**src/shared/lsd_map.svh**
```systemverilog
// Offsets, field positions, reset values and masks for the legacy region decoder.
// Assumes an 8-bit configuration offset and 8-bit configuration data.
`ifndef LSD_MAP_SVH
`define LSD_MAP_SVH

// ************************************************************
// Configuration offsets.
// ************************************************************
`define LSD_SEG_ATTR_BASE 8'h90
`define LSD_SEG_ATTR_LAST 8'h96
`define LSD_FIXED_HOLE_OFS 8'h97
`define LSD_DOS_HOLE_OFS 8'h9c
`define LSD_SMM_CTRL_OFS 8'h9d

// ************************************************************
// Field positions, masks and reset values.
// ************************************************************
`define LSD_HOLE_EN_BIT 7
`define LSD_DOS_HOLE_BIT 0
`define LSD_OPEN_BIT 6
`define LSD_CLOSED_BIT 5
`define LSD_LOCK_BIT 4
`define LSD_GEN_BIT 3
`define LSD_BASE_SEG 3'h2
`define LSD_SEG_ATTR_MASK 8'h33
`define LSD_SEG_ATTR0_MASK 8'h30
`define LSD_HOLE_MASK 8'h80
`define LSD_DOS_HOLE_MASK 8'h01
`define LSD_SMM_CTRL_RESET 8'h02

// ************************************************************
// Address ranges, as 32-bit byte addresses, and the 6-bit 16 KB segment index of C0000h.
// ************************************************************
`define LSD_LOW_LAST 32'h0007ffff
`define LSD_DOS_LAST 32'h0009ffff
`define LSD_VGA_LAST 32'h000bffff
`define LSD_EXP_LAST 32'h000effff
`define LSD_BIOS_LAST 32'h000fffff
`define LSD_HOLE_FIRST 32'h00f00000
`define LSD_HOLE_LAST 32'h00ffffff
`define LSD_EXP_SEG0 6'h30

`endif

```
**src/shared/lsd_pkg.sv**
```systemverilog
// Types shared by the legacy region decoder and its surroundings.
// Assumes the map header is compiled alongside for constants.
`default_nettype none
package lsd_pkg;

   // ************************************************************
   // Initiator and route encodings.
   // ************************************************************
   typedef enum logic [1:0] {LSD_SRC_HOST, LSD_SRC_HUB, LSD_SRC_AGP} lsd_src_t;

   typedef enum logic [2:0] {
      LSD_RT_MEM,
      LSD_RT_PCI,
      LSD_RT_AGP,
      LSD_RT_NONE,
      LSD_RT_REFUSE
   } lsd_route_t;

   // ************************************************************
   // Request and answer carriers.
   // ************************************************************
   typedef struct packed {
      logic [31:0] addr;
      logic write;
      lsd_src_t src;
      logic smm;
      logic code;
   } lsd_req_t;

   typedef struct packed {
      lsd_route_t route;
      logic [31:0] addr;
   } lsd_rsp_t;

endpackage
`default_nettype wire

```
**src/rtl/lsd_decode.sv**
```systemverilog
// Legacy region and compatible SMM_RAM_CONTROL decoder with its configuration registers.
// Assumes requests and configuration accesses come from logic on i_sys_clk.
//
// Operation
// - Lowest 512 KB always goes to memory.
// - 80000h-9FFFFh memory by default, hole optional.
// - Video range ignores attributes, follows VGA routing.
// - SMM video range refuses hub and AGP.
// - C0000h-DFFFFh: eight 16 KB attribute segments.
// - E0000h-EFFFFh: four 16 KB attribute segments.
// - F0000h-FFFFFh: one 64 KB attribute segment.
// - Hole enable sends 15-16 MB host cycles onward.
// - Hub cycles inside enabled hole not claimed.
// - Memory behind the hole is never relocated.
// - Open and closed act only with global enable; lock acts without it.
// - Open and unlocked exposes SMM space to all host cycles.
// - Closed blocks data, allows code, compatible only.
// - Lock clears open and freezes locked fields.
// - Lock set by write, cleared only by reset.
// - Read/write enables pick memory or PCI path for host cycles; hub and AGP cycles go to memory.
// - Global enable gives 128 KB SMM DRAM.
// - Base segment field hardwired to 010.
`timescale 1ns/10ps
`default_nettype none
`include "lsd_map.svh"

module lsd_decode #(
   parameter int SEG_REGS = 7
)(
   input wire logic i_sys_clk,
   input wire logic i_rst_n,
   input wire logic i_cfg_wr,
   input wire logic i_cfg_rd,
   input wire logic [7:0] i_cfg_addr,
   input wire logic [7:0] i_cfg_wdata,
   output logic [7:0] o_cfg_rdata,
   output logic o_cfg_rvalid,
   input wire logic i_vga_to_agp,
   input wire logic i_req_valid,
   input wire lsd_pkg::lsd_req_t i_req,
   output logic o_rsp_valid,
   output lsd_pkg::lsd_rsp_t o_rsp,
   output logic o_smm_locked
);

   // ************************************************************
   // Register state.
   // ************************************************************
   logic [7:0] seg_attr [SEG_REGS];
   logic [7:0] next_seg_attr [SEG_REGS];
   logic hole_enable;
   logic next_hole_enable;
   logic dos_hole;
   logic next_dos_hole;
   logic smm_space_open;
   logic next_smm_space_open;
   logic smm_space_closed;
   logic next_smm_space_closed;
   logic smm_space_locked;
   logic next_smm_space_locked;
   logic global_smm_ram_control_enable;
   logic next_global_smm_ram_control_enable;
   logic [7:0] next_cfg_rdata;
   logic next_cfg_rvalid;
   logic next_rsp_valid;
   lsd_pkg::lsd_rsp_t next_rsp;

   // ************************************************************
   // Helper functions.
   // ************************************************************

   // Returns the write and read enable pair for a C0000h-FFFFFh address.
   function automatic logic [1:0] seg_pair(input logic [31:0] addr,
                                           input logic [7:0] regs [SEG_REGS]);
      logic [5:0] idx;
      logic [2:0] reg_no;
      logic [1:0] pair;
      idx = addr[19:14] - `LSD_EXP_SEG0;
      reg_no = 3'(idx[5:1] + 5'h01);
      pair = 2'h0;
      if (addr > `LSD_EXP_LAST)
      begin
         pair = regs[0][5:4];
      end
      else if (idx[0])
      begin
         pair = regs[reg_no][5:4];
      end
      else
      begin
         pair = regs[reg_no][1:0];
      end
      return pair;
   endfunction

   // True when the offset addresses one of the attribute registers.
   function automatic logic is_seg_ofs(input logic [7:0] ofs);
      return (ofs >= `LSD_SEG_ATTR_BASE) && (ofs <= `LSD_SEG_ATTR_LAST);
   endfunction

   // ************************************************************
   // Configuration writes.
   // ************************************************************

   // Attribute registers keep only their defined enable bits.
   always_comb
   begin
      for (int i = 0; i < SEG_REGS; i++)
      begin
         next_seg_attr[i] = seg_attr[i];
      end
      if (i_cfg_wr && is_seg_ofs(i_cfg_addr))
      begin
         for (int i = 0; i < SEG_REGS; i++)
         begin
            if (i_cfg_addr == 8'(`LSD_SEG_ATTR_BASE + i))
            begin
               next_seg_attr[i] = i_cfg_wdata & ((i == 0) ? `LSD_SEG_ATTR0_MASK
                                                          : `LSD_SEG_ATTR_MASK);
            end
         end
      end
   end

   // Hole controls and the SMM control register.
   always_comb
   begin
      next_hole_enable = hole_enable;
      next_dos_hole = dos_hole;
      next_smm_space_open = smm_space_open;
      next_smm_space_closed = smm_space_closed;
      next_smm_space_locked = smm_space_locked;
      next_global_smm_ram_control_enable = global_smm_ram_control_enable;
      if (i_cfg_wr && (i_cfg_addr == `LSD_FIXED_HOLE_OFS))
      begin
         next_hole_enable = i_cfg_wdata[`LSD_HOLE_EN_BIT];
      end
      if (i_cfg_wr && (i_cfg_addr == `LSD_DOS_HOLE_OFS))
      begin
         next_dos_hole = i_cfg_wdata[`LSD_DOS_HOLE_BIT];
      end
      if (i_cfg_wr && (i_cfg_addr == `LSD_SMM_CTRL_OFS))
      begin
         next_smm_space_closed = i_cfg_wdata[`LSD_CLOSED_BIT];
         if (!smm_space_locked)
         begin
            next_smm_space_open = i_cfg_wdata[`LSD_OPEN_BIT];
            next_global_smm_ram_control_enable = i_cfg_wdata[`LSD_GEN_BIT];
            next_smm_space_locked = i_cfg_wdata[`LSD_LOCK_BIT];
         end
      end
      if (next_smm_space_locked)
      begin
         next_smm_space_open = 1'b0;
      end
   end

   // Register update; only reset clears the lock.
   always_ff @(posedge i_sys_clk)
   begin
      if (!i_rst_n)
      begin
         for (int i = 0; i < SEG_REGS; i++)
         begin
            seg_attr[i] <= 8'h00;
         end
         hole_enable <= 1'b0;
         dos_hole <= 1'b0;
         smm_space_open <= 1'b0;
         smm_space_closed <= 1'b0;
         smm_space_locked <= 1'b0;
         global_smm_ram_control_enable <= 1'b0;
      end
      else
      begin
         for (int i = 0; i < SEG_REGS; i++)
         begin
            seg_attr[i] <= next_seg_attr[i];
         end
         hole_enable <= next_hole_enable;
         dos_hole <= next_dos_hole;
         smm_space_open <= next_smm_space_open;
         smm_space_closed <= next_smm_space_closed;
         smm_space_locked <= next_smm_space_locked;
         global_smm_ram_control_enable <= next_global_smm_ram_control_enable;
      end
   end

   // ************************************************************
   // Configuration reads.
   // ************************************************************

   // Read data is registered and answers one cycle after the strobe.
   always_comb
   begin
      next_cfg_rvalid = i_cfg_rd;
      next_cfg_rdata = 8'h00;
      if (i_cfg_rd)
      begin
         if (is_seg_ofs(i_cfg_addr))
         begin
            next_cfg_rdata = seg_attr[3'(i_cfg_addr - `LSD_SEG_ATTR_BASE)];
         end
         else if (i_cfg_addr == `LSD_FIXED_HOLE_OFS)
         begin
            next_cfg_rdata = {hole_enable, 7'h00};
         end
         else if (i_cfg_addr == `LSD_DOS_HOLE_OFS)
         begin
            next_cfg_rdata = {7'h00, dos_hole};
         end
         else if (i_cfg_addr == `LSD_SMM_CTRL_OFS)
         begin
            next_cfg_rdata = {1'b0, smm_space_open, smm_space_closed, smm_space_locked,
                              global_smm_ram_control_enable, `LSD_BASE_SEG};
         end
      end
   end

   // Read port registers.
   always_ff @(posedge i_sys_clk)
   begin
      if (!i_rst_n)
      begin
         o_cfg_rdata <= 8'h00;
         o_cfg_rvalid <= 1'b0;
      end
      else
      begin
         o_cfg_rdata <= next_cfg_rdata;
         o_cfg_rvalid <= next_cfg_rvalid;
      end
   end

   // ************************************************************
   // Address decode.
   // ************************************************************

   // Picks the route of one request from its address, initiator and mode.
   always_comb
   begin
      logic host;
      logic smm_visible;
      logic [1:0] pair;
      host = (i_req.src == lsd_pkg::LSD_SRC_HOST);
      smm_visible = global_smm_ram_control_enable &&
                    ((i_req.smm && !(smm_space_closed && !i_req.code)) ||
                     (smm_space_open && !smm_space_locked));
      pair = seg_pair(i_req.addr, seg_attr);
      next_rsp_valid = i_req_valid;
      next_rsp.addr = i_req.addr;
      next_rsp.route = lsd_pkg::LSD_RT_MEM;
      if (i_req.addr <= `LSD_LOW_LAST)
      begin
         next_rsp.route = lsd_pkg::LSD_RT_MEM;
      end
      else if (i_req.addr <= `LSD_DOS_LAST)
      begin
         next_rsp.route = dos_hole ? lsd_pkg::LSD_RT_PCI : lsd_pkg::LSD_RT_MEM;
      end
      else if (i_req.addr <= `LSD_VGA_LAST)
      begin
         if (!host)
         begin
            next_rsp.route = global_smm_ram_control_enable ? lsd_pkg::LSD_RT_REFUSE
                                                 : lsd_pkg::LSD_RT_NONE;
         end
         else if (smm_visible)
         begin
            next_rsp.route = lsd_pkg::LSD_RT_MEM;
         end
         else
         begin
            next_rsp.route = i_vga_to_agp ? lsd_pkg::LSD_RT_AGP : lsd_pkg::LSD_RT_PCI;
         end
      end
      else if (i_req.addr <= `LSD_BIOS_LAST)
      begin
         if (host)
         begin
            next_rsp.route = (i_req.write ? pair[1] : pair[0]) ? lsd_pkg::LSD_RT_MEM
                                                             : lsd_pkg::LSD_RT_PCI;
         end
      end
      else if ((i_req.addr >= `LSD_HOLE_FIRST) && (i_req.addr <= `LSD_HOLE_LAST) &&
               hole_enable)
      begin
         next_rsp.route = host ? lsd_pkg::LSD_RT_PCI : lsd_pkg::LSD_RT_NONE;
      end
   end

   // Answer registers; one answer per request, one cycle later.
   always_ff @(posedge i_sys_clk)
   begin
      if (!i_rst_n)
      begin
         o_rsp_valid <= 1'b0;
         o_rsp <= '{route: lsd_pkg::LSD_RT_MEM, addr: 32'h00000000};
         o_smm_locked <= 1'b0;
      end
      else
      begin
         o_rsp_valid <= next_rsp_valid;
         o_rsp <= next_rsp;
         o_smm_locked <= next_smm_space_locked;
      end
   end

endmodule

`default_nettype wire

```
**config.mk**
```make
export PLATFORM = sky130hd
export DESIGN_NAME = lsd_decode
export DESIGN_NICKNAME = d
export VERILOG_FILES = /design/src/shared/lsd_pkg.sv /design/src/rtl/lsd_decode.sv
export VERILOG_INCLUDE_DIRS = /design/src /design/src/shared
export SDC_FILE = /design/constraint.sdc
export NUM_CORES = 1
export LEC_CHECK = 0
export BUFFER_PORTS_ARGS = -buffer_cell sky130_fd_sc_hd__buf_2
export CORE_MARGIN = 4
export CORE_UTILIZATION = 47
export CTS_BUF_LIST = sky130_fd_sc_hd__clkbuf_8
export CTS_CLUSTER_DIAMETER = 200
export DETAILED_ROUTE_END_ITERATION = 8
export GPL_TIMING_DRIVEN = 1
export PLACE_DENSITY_LB_ADDON = 0.15
export SYNTH_ARGS = -nofsm -noshare
export SYNTH_HDL_FRONTEND = slang
export SYNTH_SLANG_ARGS = --single-unit
```
**constraint.sdc**
```tcl
create_clock -name i_sys_clk -period 2.75 [get_ports i_sys_clk]
set_clock_uncertainty 0.2 [all_clocks]
set_input_delay 0.55 -clock i_sys_clk [delete_from_list [all_inputs] [get_ports i_sys_clk]]
set_output_delay 0.55 -clock i_sys_clk [all_outputs]
set_load 0.01 [all_outputs]
```
==> run_results.csv <==
group,metric,value,unit
power_and_ir_drop,ir_drop,0.000252,V
detailed_routing,drtAntennaViolNets,0,
clock_network,cts_made_buffers,9,
setup_path,r2r_cells,5,
detailed_routing,vias,2861,
sta,setup_ws,125,ps
setup_path,worstPathMaxFanout,3,
synth,ys_ff_latch,76,
setup_path,cp-end-kind,"flop",
global_route,antenna_found_initial,0,
synth,synth.avg_cell_area,9.48,sq um
sta,setup_viol,0,
clock_network,cts.repair.resized,0,
synth,syn-num-nets,405,
finish,final_cells,552,
detailed_routing,dr.pass1.iters,4,
global_route,grt-ovfl-total,0,
synth,yosysUniqueCellTypes,51,
synth,synth_warnings,0,
clock_network,insertion_delay,350,ps
synth,synth_cells,345,
sta,fin_crit_sh,95.5,%
detailed_routing,drt-initial-drc-count,118,
clock_network,cts_tree,"yes",
clock_network,clock_path_buffers,2,
die,die_h,91.4,microns
clock_network,post_cts_buffers,0,
place,hpwl,6080,microns
global_route,grt_pass1_vias,2622,
die,core,6790,sq um
finish,drive_gt1_share,33.3,%
setup_path,path_cells,"buf_2 -> ha_4 -> mux4_2 -> mux4_2 -> mux2_2 -> a211o_1 -> a211oi_2",
synth,synth-edff-count,0,
global_route,grt_pass1_wl,13400,microns
setup_path,reg2reg_setup_slack,400,ps
power_and_ir_drop,leakagePower,1.79,nW
setup_path,r2r_end,"o_rsp[32]",
setup_path,worst_ep_required_time,2810,ps
finish,final_cell_area,4170,sq um
global_route,grt_usage,20.4,%
setup_path,r2r-start,"seg_attr[53]",
min_path,hp-start,"i_req[15]",
setup_path,crit_slowest_cell,"mux4_2",
die,start_util,48.2,%
min_path,worstHoldEndpoint,"o_rsp[10]",
synth,synth_area_leaders,"dfxtp_1 47%, and2_1 6.3%, mux2i_1 6.1%, nand2_1 4.4%, a21boi_0 4.1%",
sta,final_hold_viol_count,0,
clock_network,htree_levels,3,
synth,ys_top_cells_by_count,"76 x dfxtp_1, 38 x nand2_1, 33 x and2_1",
synth,yosysTopAreaCell,"dfxtp_1",
setup_path,crit_path_start_kind,"primary input",
finish,syn_to_final_growth,27.5,%
sta,min_period,2630,ps
synth,netlist.area_leader.share,46.5,%
detailed_routing,via_per_inst,5.18,
synth,synthArstFlopShare,0,%
place,placed_area,3930,sq um
sta,fmax,381,MHz
sta,fin_hold_ws,193,ps
place,port_buffers,102,
synth,synth.yosys.seq_area_share,46.5,%
run_status,outcome,"completed",
detailed_routing,avgRoutedWirePerCell,14.9,microns
sta,fin_setup_tns,0,ps
setup_path,crit_top_cell,"mux4_2",
detailed_routing,drt-total-wl,8250,microns
setup_path,path_buf_inv,1,
synth,yosys_most_used_dff,"dfxtp_1",
clock_network,path_clk_slew,80,ps
synth,synthMostInstantiatedCell,"dfxtp_1",
die,die_width,91.4,microns
synth,syn-cell-area,3270,sq um
place,place_congestion,0.868,
die,io_pins,105,
setup_path,slowest_delay,500,ps
setup_path,crit_type,"in2reg",
setup_path,crit_arrival,2690,ps
power_and_ir_drop,power_density,567,nW/um^2
setup_path,cp_top_family,"multiplexers",
die,core.rowCount,30,
place,dp_cells,536,
sta,drv_slew,0,
finish,final_nets,511,
finish,fillers,618,
min_path,hold_path_depth,2,
clock_network,cts_hold_buf,0,
finish,multi_input_area,1640,sq um
place,pre_cts_slack,-205,ps
die,die_area,8360,sq um
clock_network,cts-root-buf,"clkbuf_8",
global_route,grt_max_degree,32,
detailed_routing,drc,0,
sta,rsz0062_at_grt,"no",
min_path,min_path_type,"in2reg",
finish,diodes,0,
finish,seq_area,1520,sq um
clock_network,cts_num_sinks,76,
job,maxCapViolations,0,
flip-flops by register name, summed over array words and instances, names as in the netlist:
register	count
seg_attr	26
o_cfg_rvalid	1
dos_hole	1
hole_enable	1
smm_space_closed	1
o_smm_locked	1
smm_space_open	1
global_smm_ram_control_enable	1
o_rsp	35
o_cfg_rdata	7
o_rsp_valid	1
cell families (layout without fill, tap and decap cells):
| group | after synthesis | count (layout) | share of synthesized area (%) |
|---|---|---|---|
| AND/OR/NAND/NOR | 143 | 143 | 23.8 |
| flip-flops | 76 | 76 | 46.5 |
| AO/OA/AOI/OAI | 62 | 62 | 12.8 |
| multiplexers | 33 | 33 | 12.4 |
| buffers and inverters | 28 | 139 | 3.63 |
| adder cells (fa/ha/maj) | 1 | 1 | 0.382 |
| other | 1 | 1 | 0.115 |
| XOR/XNOR | 1 | 1 | 0.268 |
final cells by class:
class | count | share of cell area [%]
multi-input combinational | 241 | 39.4
clock inverter | 7 | 2.76
sequential | 76 | 36.5
clock buffer | 9 | 2.97
tap | 96 | 2.88
timing repair buffer | 117 | 14.9
inverter | 6 | 0.540
routing by layer:
metal | GRT usage (%) | up-vias | routed length (microns)
li1 | - | 1410 | -
met1 | 27.2 | 1331 | 3620
met2 | 31.6 | 111 | 3870
met3 | 7.13 | 9 | 681
met4 | 4.90 | 0 | 82
met5 | 0 | - | 0
per-stage QoR:
step | power [mW] | utilization [%]
floorplan | 1.27 | -
global placement | 1.37 | 57.9
detailed placement | 1.38 | 57.9
CTS | 2.39 | 61.4
global route | 2.48 | 61.4
finish | 2.37 | 61.4
power breakdown:
part           leakage (nW)  internal (mW)  switching (mW)
clock                 0.121          0.601           0.413
combinational          1.05          0.103           0.116
sequential            0.622           1.13         0.00563
total                  1.79           1.83           0.535
how the worst max path moves through the flow:
stage / start / slack [ps] / cells after the start / end
after global placement: i_req[21] / -170 / 7 / o_rsp[32]
after CTS: i_req[21] / 120 / 7 / o_rsp[32]
after global routing: i_req[21] / 80 / 7 / o_rsp[32]
after detailed placement: i_req[21] / -200 / 7 / o_rsp[32]
final: i_req[21] / 120 / 7 / o_rsp[32]
after floorplan: i_req[21] / 20 / 6 / o_rsp[32]
cells in the final DEF, fill, tap and decap left out, types with 3 or more instances in the layout:
master,instances
mux2i_1,20
clkbuf_8,9
buf_2,102
nor2_1,15
dfxtp_1,76
mux4_2,4
bufinv_16,3
mux2_2,8
a21boi_0,18
nand3_1,16
and2_1,33
and3_1,4
a221oi_1,3
buf_4,15
a21oi_1,13
inv_1,7
nand2_1,38
o21ai_0,14
nor2b_1,16
No activity file was read; power rests on OpenSTA's default activity.
